## config.mk

```make
export PLATFORM = sky130hd
export DESIGN_NAME = mms_sequencer
export DESIGN_NICKNAME = d
export VERILOG_FILES = /design/src/hw/mms_pkg.sv /design/src/hw/mms_sequencer.sv
export SDC_FILE = /design/constraint.sdc
export NUM_CORES = 1
export LEC_CHECK = 0
export BUFFER_PORTS_ARGS = -buffer_cell sky130_fd_sc_hd__buf_2
export CORE_MARGIN = 2
export CORE_UTILIZATION = 35
export DETAILED_ROUTE_END_ITERATION = 6
export GPL_TIMING_DRIVEN = 0
export HOLD_SLACK_MARGIN = 0.05
export RECOVER_POWER = 100
export SYNTH_ARGS = -nofsm -noshare
export SYNTH_HDL_FRONTEND = slang
export SYNTH_SLANG_ARGS = --single-unit
```

## constraint.sdc

```tcl
create_clock -name mclk -period 28.8 [get_ports mclk]
set_input_delay 2.88 -clock mclk [delete_from_list [all_inputs] [get_ports mclk]]
set_output_delay 2.88 -clock mclk [all_outputs]
set_load 0.03 [all_outputs]
```

## src/hw/mms_pkg.sv

```systemverilog
// mms_pkg: constants and types for the motion mode sequencer with dwell.
// assumes a single 50 MHz clock; commands arrive pre-decoded from a fetch unit.
package mms_pkg;

   // ************************************************************
   // command codes delivered by the block fetch unit
   // ************************************************************
   typedef enum logic [4:0] {
      mms_op_none = 5'h00,
      mms_op_point_to_point = 5'h01,
      mms_op_linear_interp = 5'h02,
      mms_op_arc_cw = 5'h03,
      mms_op_arc_ccw = 5'h04,
      mms_op_traverse = 5'h05,
      mms_op_dwell = 5'h06,
      mms_op_blend_mode = 5'h07,
      mms_op_halt_mode = 5'h08,
      mms_op_no_inpos_check = 5'h09,
      mms_op_ref_origin_return = 5'h0a,
      mms_op_work_origin_return = 5'h0b,
      mms_op_origin_search = 5'h0c,
      mms_op_origin_undefine = 5'h0d,
      mms_op_speed_control = 5'h0e,
      mms_op_interrupt_feed = 5'h0f,
      mms_op_coord_pv_change = 5'h10,
      mms_op_program_end = 5'h11,
      mms_op_aux_code = 5'h12,
      mms_op_data_code = 5'h13,
      mms_op_other = 5'h14
   } mms_op_t;

   // ************************************************************
   // operating modes and operand sources
   // ************************************************************
   typedef enum logic [1:0] {
      mms_mode_blend = 2'h0,
      mms_mode_halt = 2'h1,
      mms_mode_no_check = 2'h2
   } mms_mode_t;

   typedef enum logic [1:0] {
      mms_src_immediate = 2'h0,
      mms_src_register = 2'h1,
      mms_src_position = 2'h2
   } mms_src_t;

   // sequencer states, one-hot
   typedef enum logic [4:0] {
      mms_st_fetch = 5'h01,
      mms_st_wait_motion = 5'h02,
      mms_st_wait_stop = 5'h04,
      mms_st_dwell = 5'h08,
      mms_st_error = 5'h10
   } mms_state_t;

   // ************************************************************
   // field widths, operand ranges, timing
   // ************************************************************
   localparam int MMS_BLK_W = 16; // block number width
   localparam int MMS_REG_IDX_W = 5; // numeric register index
   localparam int MMS_POS_IDX_W = 11; // position data address
   localparam logic [4:0] MMS_FIRST_NUMERIC_REGISTER = 5'h00;
   localparam logic [4:0] MMS_LAST_NUMERIC_REGISTER = 5'h1f;
   localparam logic [10:0] MMS_FIRST_POSITION_DATA_ADDR = 11'h000;
   localparam logic [10:0] MMS_LAST_POSITION_DATA_ADDR = 11'h7cf;
   localparam logic [9:0] MMS_LAST_STOP_AUX_CODE = 10'h1f3;
   // wait time carried in units of 0.0001 s (four fraction digits)
   localparam int MMS_TIME_W = 32;
   localparam logic [31:0] MMS_TIME_MIN_MS = 32'h0000_000a; // 0.001 s
   localparam logic [31:0] MMS_TIME_MAX_MS = 32'h17d7_83c4; // 39999.994 s
   localparam logic [31:0] MMS_ROUND_HALF = 32'h0000_0005;
   localparam logic [31:0] MMS_ROUND_DIV = 32'h0000_000a;
   localparam int MMS_CLK_HZ = 50_000_000;
   localparam int MMS_TICK_MS = 20; // timer tick 0.02 s
   localparam int MMS_TICK_CYC = MMS_CLK_HZ / 1000 * MMS_TICK_MS;
   localparam int MMS_TICK_W = 20;

endpackage : mms_pkg

```

## src/hw/mms_sequencer.sv

```systemverilog
// mms_sequencer: mode selection, look-ahead and dwell timing for one task.
// assumes a fetch unit presenting one decoded block at a time with a
// valid/accept handshake, axis engines answering with motion done.
`timescale 1ns/1ns
`default_nettype none

module mms_sequencer
   import mms_pkg::*;
#(
   // sim may shorten the 0.02 s tick (1,000,000 cycles by default)
   parameter int TICK_CYC = mms_pkg::MMS_TICK_CYC
) (
   // clock and reset
   input wire logic mclk,
   input wire logic rst,
   // decoded block from fetch unit
   input wire logic blk_valid,
   input wire mms_pkg::mms_op_t blk_op,
   input wire logic [mms_pkg::MMS_BLK_W-1:0] blk_num,
   input wire logic blk_has_option,
   input wire logic blk_plane_changed,
   input wire logic blk_has_aux,
   input wire logic [9:0] blk_aux_code,
   input wire logic blk_tiny_move,
   input wire mms_pkg::mms_src_t dwell_src,
   input wire logic [mms_pkg::MMS_TIME_W-1:0] dwell_imm_ms,
   input wire logic [mms_pkg::MMS_REG_IDX_W-1:0] dwell_reg_idx,
   input wire logic [mms_pkg::MMS_POS_IDX_W-1:0] dwell_pos_idx,
   output logic blk_accept,
   // operand memory read port, one cycle latency, 0.00001 s units
   output logic op_rd_en,
   output logic op_rd_is_pos,
   output logic [mms_pkg::MMS_POS_IDX_W-1:0] op_rd_addr,
   input wire logic [mms_pkg::MMS_TIME_W-1:0] op_rd_data,
   // axis engines
   output logic move_start,
   output mms_pkg::mms_op_t move_op,
   output logic move_full_stop,
   input wire logic move_done,
   // host view
   output logic [mms_pkg::MMS_BLK_W-1:0] exec_blk_num,
   output mms_pkg::mms_mode_t op_mode,
   output logic seq_error
);

   // ************************************************************
   // state record
   // ************************************************************
   typedef struct packed {
      mms_state_t st; // sequencer state
      mms_mode_t mode; // current operating mode
      logic moving; // a motion is still in progress
      logic accept; // block taken this cycle
      logic rd_en; // operand read in flight
      logic rd_pend; // operand data valid this cycle
      logic rd_pos; // read aims at position data
      logic [MMS_POS_IDX_W-1:0] rd_addr; // operand address
      logic start; // move start pulse
      mms_op_t mop; // move kind
      logic full; // move ends in full stop
      logic [MMS_BLK_W-1:0] blk; // reported block number
      logic [MMS_TIME_W-1:0] ticks; // remaining timer ticks
      logic [MMS_TICK_W-1:0] div; // cycles within one tick
      logic err; // sticky range error
   } mms_reg_t;

   mms_reg_t r_q; // registered state
   mms_reg_t r_d; // next state

   // motion kinds that interpolate (blend candidates)
   function automatic logic is_interp(input mms_op_t op);
      return op == mms_op_linear_interp || op == mms_op_arc_cw ||
             op == mms_op_arc_ccw || op == mms_op_traverse;
   endfunction

   // origin commands reset the mode to blend
   function automatic logic is_origin(input mms_op_t op);
      return op == mms_op_ref_origin_return ||
             op == mms_op_work_origin_return ||
             op == mms_op_origin_search;
   endfunction

   // commands that pause look-ahead and force full stop
   function automatic logic is_barrier(input mms_op_t op);
      return op == mms_op_point_to_point || op == mms_op_dwell ||
             is_origin(op) || op == mms_op_origin_undefine ||
             op == mms_op_speed_control || op == mms_op_interrupt_feed ||
             op == mms_op_coord_pv_change || op == mms_op_program_end ||
             op == mms_op_aux_code || op == mms_op_data_code;
   endfunction

   // round raw 0.00001 s units to 0.0001 s at the fourth digit
   // one spare bit so a huge memory word cannot wrap into the legal range
   function automatic logic [MMS_TIME_W-1:0] round4(
      input logic [MMS_TIME_W-1:0] raw);
      logic [MMS_TIME_W:0] sum;
      sum = {1'b0, raw} + {1'b0, MMS_ROUND_HALF};
      return MMS_TIME_W'(sum / {1'b0, MMS_ROUND_DIV});
   endfunction

   // ticks needed: whole ticks in t plus one, so the wait is never short
   function automatic logic [MMS_TIME_W-1:0] to_ticks(
      input logic [MMS_TIME_W-1:0] t);
      return t / MMS_TIME_W'(MMS_TICK_MS * 10) + 32'h0000_0001;
   endfunction

   logic [MMS_TIME_W-1:0] wait_t; // rounded indirect wait time
   logic range_bad; // wait time outside the legal range
   logic stop_need; // incoming motion must end in full stop

   // ************************************************************
   // next-state logic
   // ************************************************************
   always_comb begin
      r_d = r_q;
      r_d.accept = 1'b0;
      r_d.start = 1'b0;
      r_d.rd_en = 1'b0;
      r_d.rd_pend = r_q.rd_en;
      wait_t = round4(op_rd_data);
      range_bad = (wait_t < MMS_TIME_MIN_MS) ||
                  (wait_t > MMS_TIME_MAX_MS);
      // a move is full stop unless blending is safe for this block
      stop_need = r_q.mode == mms_mode_halt || blk_has_option ||
                  blk_plane_changed || blk_tiny_move ||
                  (blk_has_aux &&
                   blk_aux_code <= MMS_LAST_STOP_AUX_CODE);
      // the engine reports completion of the move in flight
      if (move_done) begin
         r_d.moving = 1'b0;
      end
      case (r_q.st)
         mms_st_fetch: begin
            // a block still shown while accept is high was taken last edge
            if (blk_valid && !r_q.accept) begin
               if (is_interp(blk_op)) begin
                  // look-ahead stops at the next motion block
                  // no-check mode starts at once unless this move must stop
                  if (r_q.moving && !move_done &&
                      (r_q.mode != mms_mode_no_check || stop_need)) begin
                     r_d.st = mms_st_wait_motion;
                  end else begin
                     r_d.accept = 1'b1;
                     r_d.start = 1'b1;
                     r_d.mop = blk_op;
                     r_d.blk = blk_num;
                     // next block is dwell? the fetch unit flags it
                     // through tiny/option only, so dwell is handled
                     // by the barrier wait below instead
                     r_d.full = stop_need;
                     r_d.moving = 1'b1;
                     // a full-stop move waits for in-position in any mode
                     if (stop_need) begin
                        r_d.st = mms_st_wait_stop;
                     end
                  end
               end else if (is_barrier(blk_op) &&
                            r_q.moving && !move_done) begin
                  // moving axis must stop before this block runs
                  r_d.st = mms_st_wait_motion;
               end else begin
                  // non-motion block executes ahead, number reported
                  r_d.accept = 1'b1;
                  r_d.blk = blk_num;
                  case (blk_op)
                     mms_op_blend_mode: r_d.mode = mms_mode_blend;
                     mms_op_halt_mode: r_d.mode = mms_mode_halt;
                     mms_op_no_inpos_check: begin
                        r_d.mode = mms_mode_no_check;
                     end
                     mms_op_point_to_point: begin
                        r_d.start = 1'b1;
                        r_d.mop = blk_op;
                        r_d.full = 1'b1;
                        r_d.moving = 1'b1;
                        r_d.st = mms_st_wait_stop;
                     end
                     mms_op_dwell: begin
                        // immediate time goes straight to the check
                        r_d.rd_en = dwell_src != mms_src_immediate;
                        r_d.rd_pos = dwell_src == mms_src_position;
                        r_d.rd_addr = dwell_src == mms_src_position ?
                           dwell_pos_idx :
                           {6'h00, dwell_reg_idx};
                        r_d.st = mms_st_dwell;
                        r_d.ticks = to_ticks(dwell_imm_ms);
                        r_d.div = '0;
                        if (dwell_src == mms_src_immediate &&
                            (dwell_imm_ms < MMS_TIME_MIN_MS ||
                             dwell_imm_ms > MMS_TIME_MAX_MS)) begin
                           r_d.err = 1'b1;
                           r_d.st = mms_st_error;
                        end
                     end
                     default: begin
                        // origin commands restore blend mode
                        if (is_origin(blk_op)) begin
                           r_d.mode = mms_mode_blend;
                        end
                     end
                  endcase
               end
            end
         end
         mms_st_wait_motion: begin
            // look-ahead resumes when the move in flight completes
            if (!r_q.moving || move_done) begin
               r_d.st = mms_st_fetch;
            end
         end
         mms_st_wait_stop: begin
            // completion must be confirmed before the next block
            if (!r_q.moving || move_done) begin
               r_d.st = mms_st_fetch;
            end
         end
         mms_st_dwell: begin
            if (r_q.rd_pend) begin
               // indirect operand arrives now
               if (range_bad) begin
                  r_d.err = 1'b1;
                  r_d.st = mms_st_error;
               end else begin
                  r_d.ticks = to_ticks(wait_t);
               end
            end else if (!r_q.rd_en) begin
               if (r_q.div == MMS_TICK_W'(TICK_CYC - 1)) begin
                  r_d.div = '0;
                  r_d.ticks = r_q.ticks - 32'h0000_0001;
                  if (r_q.ticks == 32'h0000_0001) begin
                     r_d.st = mms_st_fetch;
                  end
               end else begin
                  r_d.div = r_q.div + MMS_TICK_W'(1);
               end
            end
         end
         mms_st_error: begin
            // program halted until reset
            r_d.err = 1'b1;
         end
         default: r_d.st = mms_st_fetch;
      endcase
   end

   // ************************************************************
   // state register
   // ************************************************************
   always_ff @(posedge mclk) begin
      if (rst) begin
         r_q <= '{st: mms_st_fetch, mode: mms_mode_blend,
                  mop: mms_op_none, default: '0};
      end else begin
         r_q <= r_d;
      end
   end

   // outputs straight from flops
   assign blk_accept = r_q.accept;
   assign op_rd_en = r_q.rd_en;
   assign op_rd_is_pos = r_q.rd_pos;
   assign op_rd_addr = r_q.rd_addr;
   assign move_start = r_q.start;
   assign move_op = r_q.mop;
   assign move_full_stop = r_q.full;
   assign exec_blk_num = r_q.blk;
   assign op_mode = r_q.mode;
   assign seq_error = r_q.err;

endmodule // mms_sequencer

`default_nettype wire

```

==> flow_summary.json, run 1 <==
{
  "gr-usage-all-layers_pct": 21.4,
  "chipWidth_um": 247,
  "cts_tree": "done",
  "h-tree-depth": 3,
  "grt_max_degree": 18,
  "synth_compound_area_share_pct": 38.5,
  "synth-xor-area-share_pct": 7.83,
  "slowest_stage": "or4_1",
  "antenna_cells": 0,
  "cp-end-kind": "register",
  "synth_area_um2": 20700,
  "crit_arrival_ps": 27750,
  "mostFrequentLayoutCell": "nor2_1",
  "first_pass_iters": 6,
  "row_count": 89,
  "drive_above_1_share_pct": 12.2,
  "cp_max_fo": 10,
  "cts-root-buf": "clkbuf_16",
  "min_path_cells": 2,
  "synth_flop_cell": "dfxtp_1",
  "io_pins": 161,
  "cap_violations": 0,
  "max_freq_mhz": 36.3,
  "fin_setup_tns_ps": 0,
  "grt_pass1_wl_mm": 111,
  "gp_congestion": 0.964,
  "drc": 0,
  "final_cell_mix": "nor2_1 (369), nand2_1 (307), a21oi_1 (183)",
  "grt.overflow.total": 0,
  "numCtsBuffers": 9,
  "wirelength_mm": 69.7,
  "dp_hpwl_mm": 54.1,
  "yosysUniqueCellTypes": 137,
  "cpPeakStageDelay_ps": 570,
  "synth.avg_cell_area_um2": 6.71,
  "crit_start": "op_rd_data[0]",
  "startpoint_type": "input pin",
  "grt_pass1_vias": 21282,
  "dieArea_um2": 61000,
  "synthMuxAreaShare_pct": 3.96,
  "ys_seq_area_share_pct": 9.60,
  "hold_violations": 0,
  "num_vias": 24793,
  "port_buffers": 140,
  "skew_ps": 18.4,
  "maxSlewHeadroom_pct": 15.4,
  "clock_latency_ps": 360,
  "required_ps": 29030,
  "finalCriticalPeriod_ps": 27520,
  "antenna_found_initial": 0,
  "clkSinkCount": 99,
  "fin_crit_sh_pct": 95.5,
  "synthCells": 3077,
  "async_reset_ff_share_pct": 0,
  "max_slew.worst_pin.slew_ps": 1270,
  "reg2reg_from": "op_mode[0]",
  "status": "finished, final reports clean",
  "drtAntennaViolNets": 0,
  "vias_per_cell": 6.17,
  "setup_violations": 0,
  "synth_edf_count": 0,
  "final_util_pct": 39.2,
  "slew_viol_final": 0,
  "crit_type": "in2reg",
  "dr.first_iter.drc_count": 2496,
  "die-height_um": 247,
  "drt-wirelength-per-cell_um": 17.4,
  "final_net_count": 3366,
  "clkTransAtPathRegs_ps": 80,
  "synth_top_family_by_area": "compound AO/OA/AOI/OAI gates",
  "hold_path_class": "reg2reg",
  "ctsLongestPathBuffers": 2,
  "synthAdderAreaFrac_pct": 1.16,
  "start_util_pct": 35.2,
  "min_from": "op_rd_addr[7]",
  "ys_ff_latch": 99,
  "syn2layout_area_growth_pct": 11.5,
  "synthSimpleGateAreaFrac_pct": 33.3,
  "yosysWarnings": 0,
  "r2r_cells": 11,
  "syn_nets": 3205,
  "core_um2": 58700
}
what timing repair did:
item / 4_1_cts / 5_1_grt
hold buffers: 0 / 0
setup buffers: 0 / 9
setup endpoints to repair: 0 / 25
resized for setup: 0 / 77
cell usage after synthesis, drive strengths merged, types with 22 or more instances:
| master | number | area (µm²) |
|---|---|---|
| nor2 | 381 | 1460 |
| nand2 | 309 | 1170 |
| a21oi | 190 | 962 |
| o21ai | 175 | 895 |
| nor3 | 140 | 736 |
| nand3 | 122 | 626 |
| xnor2 | 120 | 1070 |
| clkbuf | 108 | 405 |
| dfxtp | 99 | 1980 |
| buf | 79 | 512 |
| a211oi | 73 | 591 |
| a31oi | 67 | 425 |
| inv | 67 | 251 |
| nor4 | 66 | 468 |
| mux2i | 65 | 671 |
| nand4 | 63 | 400 |
| xor2 | 62 | 543 |
| o211ai | 59 | 463 |
| o31ai | 46 | 420 |
| and3 | 45 | 287 |
| and2 | 42 | 265 |
| o21a | 38 | 285 |
| or3 | 38 | 248 |
| o22ai | 35 | 238 |
| or2 | 34 | 213 |
| a21o | 33 | 248 |
| nand2b | 28 | 175 |
| o221ai | 26 | 228 |
| a22oi | 22 | 184 |
final cells by class:
cell class / instances / area (µm²)
multi-input cells: 2722 / 17900
clock buffers: 11 / 253
clock inverters: 5 / 41.3
flip-flops and latches: 99 / 1980
plain buffers: 187 / 925
inverters: 69 / 259
fillers: 6358 / 35700
well taps: 773 / 967
repair buffers: 150 / 723
critical path: cells and delay by family:
kind | cells | cell delay [ps]
AO/OA/AOI/OAI | 47 | 14060
multiplexers | 4 | 1170
adder cells (fa/ha/maj) | 3 | 920
XOR/XNOR | 2 | 470
AND/OR/NAND/NOR | 25 | 6460
buffers and inverters | 8 | 1730
flip-flops by register name (all words and copies together) (netlist names):
register / cells
op_rd_en: 1
op_rd_addr: 11
move_start: 1
op_rd_is_pos: 1
exec_blk_num: 16
blk_accept: 1
seq_error: 1
r_q: 59
move_op: 5
op_mode: 2
move_full_stop: 1
per-layer routing:
layer / vias up / GRT usage [%] / routed length (µm)
li1: 12198 / - / -
met1: 11687 / 30.4 / 33100
met2: 828 / 35.2 / 32200
met3: 80 / 1.81 / 3360
met4: 0 / 3.86 / 1010
met5: - / 0 / 0
cells by family (layout without fill, tap and decap cells):
logic type      after synthesis  after routing
simple gates               1372           1372
buf+inv                     256            422
flops                        99             99
compound gates             1068           1068
mux                          78             78
fa+ha+maj                    22             22
xor+xnor                    182            182
worst paths after layout:
| kind | slack (ps) | end |
|---|---|---|
| max | 1280 | r_q[41] |
| min | 450 | op_rd_addr[7] |
| max reg2reg | 25110 | exec_blk_num[15] |
| min reg2reg | 450 | op_rd_addr[7] |
per-stage QoR:
stage	setup WS (ps)	instance area, µm²	hold slack (ps)	instances
5_1_grt	-39.2	23000	480	4016
6_report	1280	23000	453	4016
4_1_cts	12.0	22600	455	4006
3_5_place_dp	-304	22300	445	3990
2_1_floorplan	4740	20700	432	3077
3_3_place_gp	-573	22300	440	3990
Power of run 1 is not shown: default switching activity piles up to over one toggle a cycle in this logic, so the estimate is an artifact.
==> inputs of run 2 (changes only) <==
==> constraint.sdc (replaced) <==
create_clock -name mclk -period 28.8 [get_ports mclk]
set_input_delay 2.88 -clock mclk [delete_from_list [all_inputs] [get_ports mclk]]
set_output_delay 2.88 -clock mclk [all_outputs]
set_load 0.01 [all_outputs]
==> run 2 against run 1 <==
  * Setup slack gained 4.1 ps
  * Critical path type unchanged
  * Sequential share of layout area about the same
  * Clock skew about the same
  * Cell count unchanged
  * Largest cell class unchanged
  * Critical endpoint unchanged
  * Wire length hardly changed
==> flow_summary.json, run 2 (synthesized netlist as in run 1, its figures left out) <==
{
  "drtAntennaViolNets": 0,
  "path_common_cell": "nor2_1",
  "cp_max_fo": 10,
  "slowest_stage": "or4_1",
  "die-height_um": 247,
  "reg2reg_from": "op_mode[0]",
  "dp_hpwl_mm": 54.1,
  "crit_arrival_ps": 27740,
  "drc": 0,
  "setup_violations": 0,
  "clock_latency_ps": 360,
  "setup_ws_ps": 1290,
  "finalCriticalPeriod_ps": 27510,
  "ctsLongestPathBuffers": 2,
  "io_pins": 161,
  "drive_above_1_share_pct": 12.3,
  "syn2layout_area_growth_pct": 11.5,
  "row_count": 89,
  "grt_pass1_vias": 21282,
  "regToRegEndpoint": "exec_blk_num[15]",
  "dieArea_um2": 61000,
  "largest_reg_flops": 59,
  "required_ps": 29030,
  "hold_path_class": "reg2reg",
  "whs_endpoint": "op_rd_addr[7]",
  "slew_viol_final": 0,
  "cap_violations": 0,
  "top_register": "r_q",
  "vias_per_cell": 6.17,
  "drt-wirelength-per-cell_um": 17.4,
  "maxSlewHeadroom_pct": 15.4,
  "rrSetupSlack_ps": 25110,
  "grt.overflow.total": 0,
  "crit_type": "in2reg",
  "dr.first_iter.drc_count": 2496,
  "clkTransAtPathRegs_ps": 80,
  "clkSinkCount": 99,
  "fin_crit_sh_pct": 95.5,
  "cpPeakStageDelay_ps": 570,
  "antenna_cells": 0,
  "start_util_pct": 35.2,
  "h-tree-depth": 3,
  "cp-end-kind": "register",
  "final_net_count": 3366,
  "antenna_found_initial": 0,
  "wirelength_mm": 69.7,
  "cts-root-buf": "clkbuf_16",
  "chipWidth_um": 247,
  "min_from": "op_rd_addr[7]",
  "r2r_cells": 11,
  "mostFrequentLayoutCell": "nor2_1",
  "first_pass_iters": 6,
  "place_ws_ps": -304,
  "max_slew.worst_pin.slew_ps": 1270,
  "min_path_cells": 2,
  "skew_ps": 18.5,
  "final_cell_mix": "nor2_1 (369), nand2_1 (307), a21oi_1 (183)",
  "status": "finished, final reports clean",
  "gr-usage-all-layers_pct": 21.4,
  "gp_congestion": 0.964,
  "port_buffers": 140,
  "num_vias": 24768,
  "startpoint_type": "input pin",
  "numCtsBuffers": 9,
  "max_freq_mhz": 36.3,
  "cts_tree": "done",
  "grt_max_degree": 18,
  "hold_violations": 0,
  "grt_pass1_wl_mm": 111,
  "core_um2": 58700
}
## run 2: changes by cell type in the layout (fill, tap and decap cells not counted)
cell	previous run	this run
buf_2	123	125
clkbuf_4	0	1
buf_4	57	55
clkbuf_1	144	143
## run 2: how the worst max path moves through the flow
stage          slack, ps  cells past startpoint           start      end
2_1_floorplan       4740                     90  op_rd_data[14]  r_q[33]
3_3_place_gp        -570                     88   op_rd_data[0]  r_q[41]
3_5_place_dp        -300                     89   op_rd_data[0]  r_q[41]
4_1_cts               10                     89   op_rd_data[0]  r_q[41]
5_1_grt              -40                     92   op_rd_data[0]  r_q[41]
6_report            1290                     89   op_rd_data[0]  r_q[41]
## run 2: area by class of cell
class                      instances  area (µm²)
multi-input combinational       2722       17900
inverter                          69         259
fill                            6360       35700
sequential                        99        1980
buffer                           187         921
clock inverter                     5        41.3
timing repair buffer             150         726
clock buffer                      11         253
tap                              773         967
## run 2: per-stage QoR
| step | cells | hold WS [ps] | utilization, % | area [µm²] | TNS [ps] |
|---|---|---|---|---|---|
| 2_1_floorplan | 3077 | 432 | - | 20700 | 0 |
| 3_3_place_gp | 3990 | 440 | 38.0 | 22300 | -1590 |
| 3_5_place_dp | 3990 | 445 | 38.0 | 22300 | -477 |
| 4_1_cts | 4006 | 455 | 38.5 | 22600 | 0 |
| 5_1_grt | 4016 | 480 | 39.2 | 23000 | -39.2 |
| 6_report | 4016 | 453 | 39.2 | 23000 | 0 |
## run 2: repair_timing
action                                  4_1_cts  5_1_grt
gates resized for setup                       0       77
hold buffers                                  0        0
setup buffers                                 0        9
endpoints found under the setup margin        0       25
## run 2: worst max-delay path, delay by kind of cell
| kind | cells | cell delay, ps |
|---|---|---|
| buffers and inverters | 8 | 1740 |
| and+or+nand+nor | 28 | 6890 |
| adders and majority gates | 3 | 920 |
| AOI/OAI and AO/OA | 45 | 13780 |
| muxes | 3 | 1000 |
| xor gates and xnor gates | 2 | 470 |
## run 2: per-layer routing
| metal | vias to the layer above | part of all wire [%] | track usage [%] |
|---|---|---|---|
| met5 | - | 0 | 0 |
| met4 | 0 | 1.4 | 3.86 |
| met3 | 78 | 4.8 | 1.81 |
| met2 | 816 | 46 | 35.2 |
| met1 | 11681 | 48 | 30.4 |
| li1 | 12193 | - | - |
Power of run 2 is left out for the same reason.
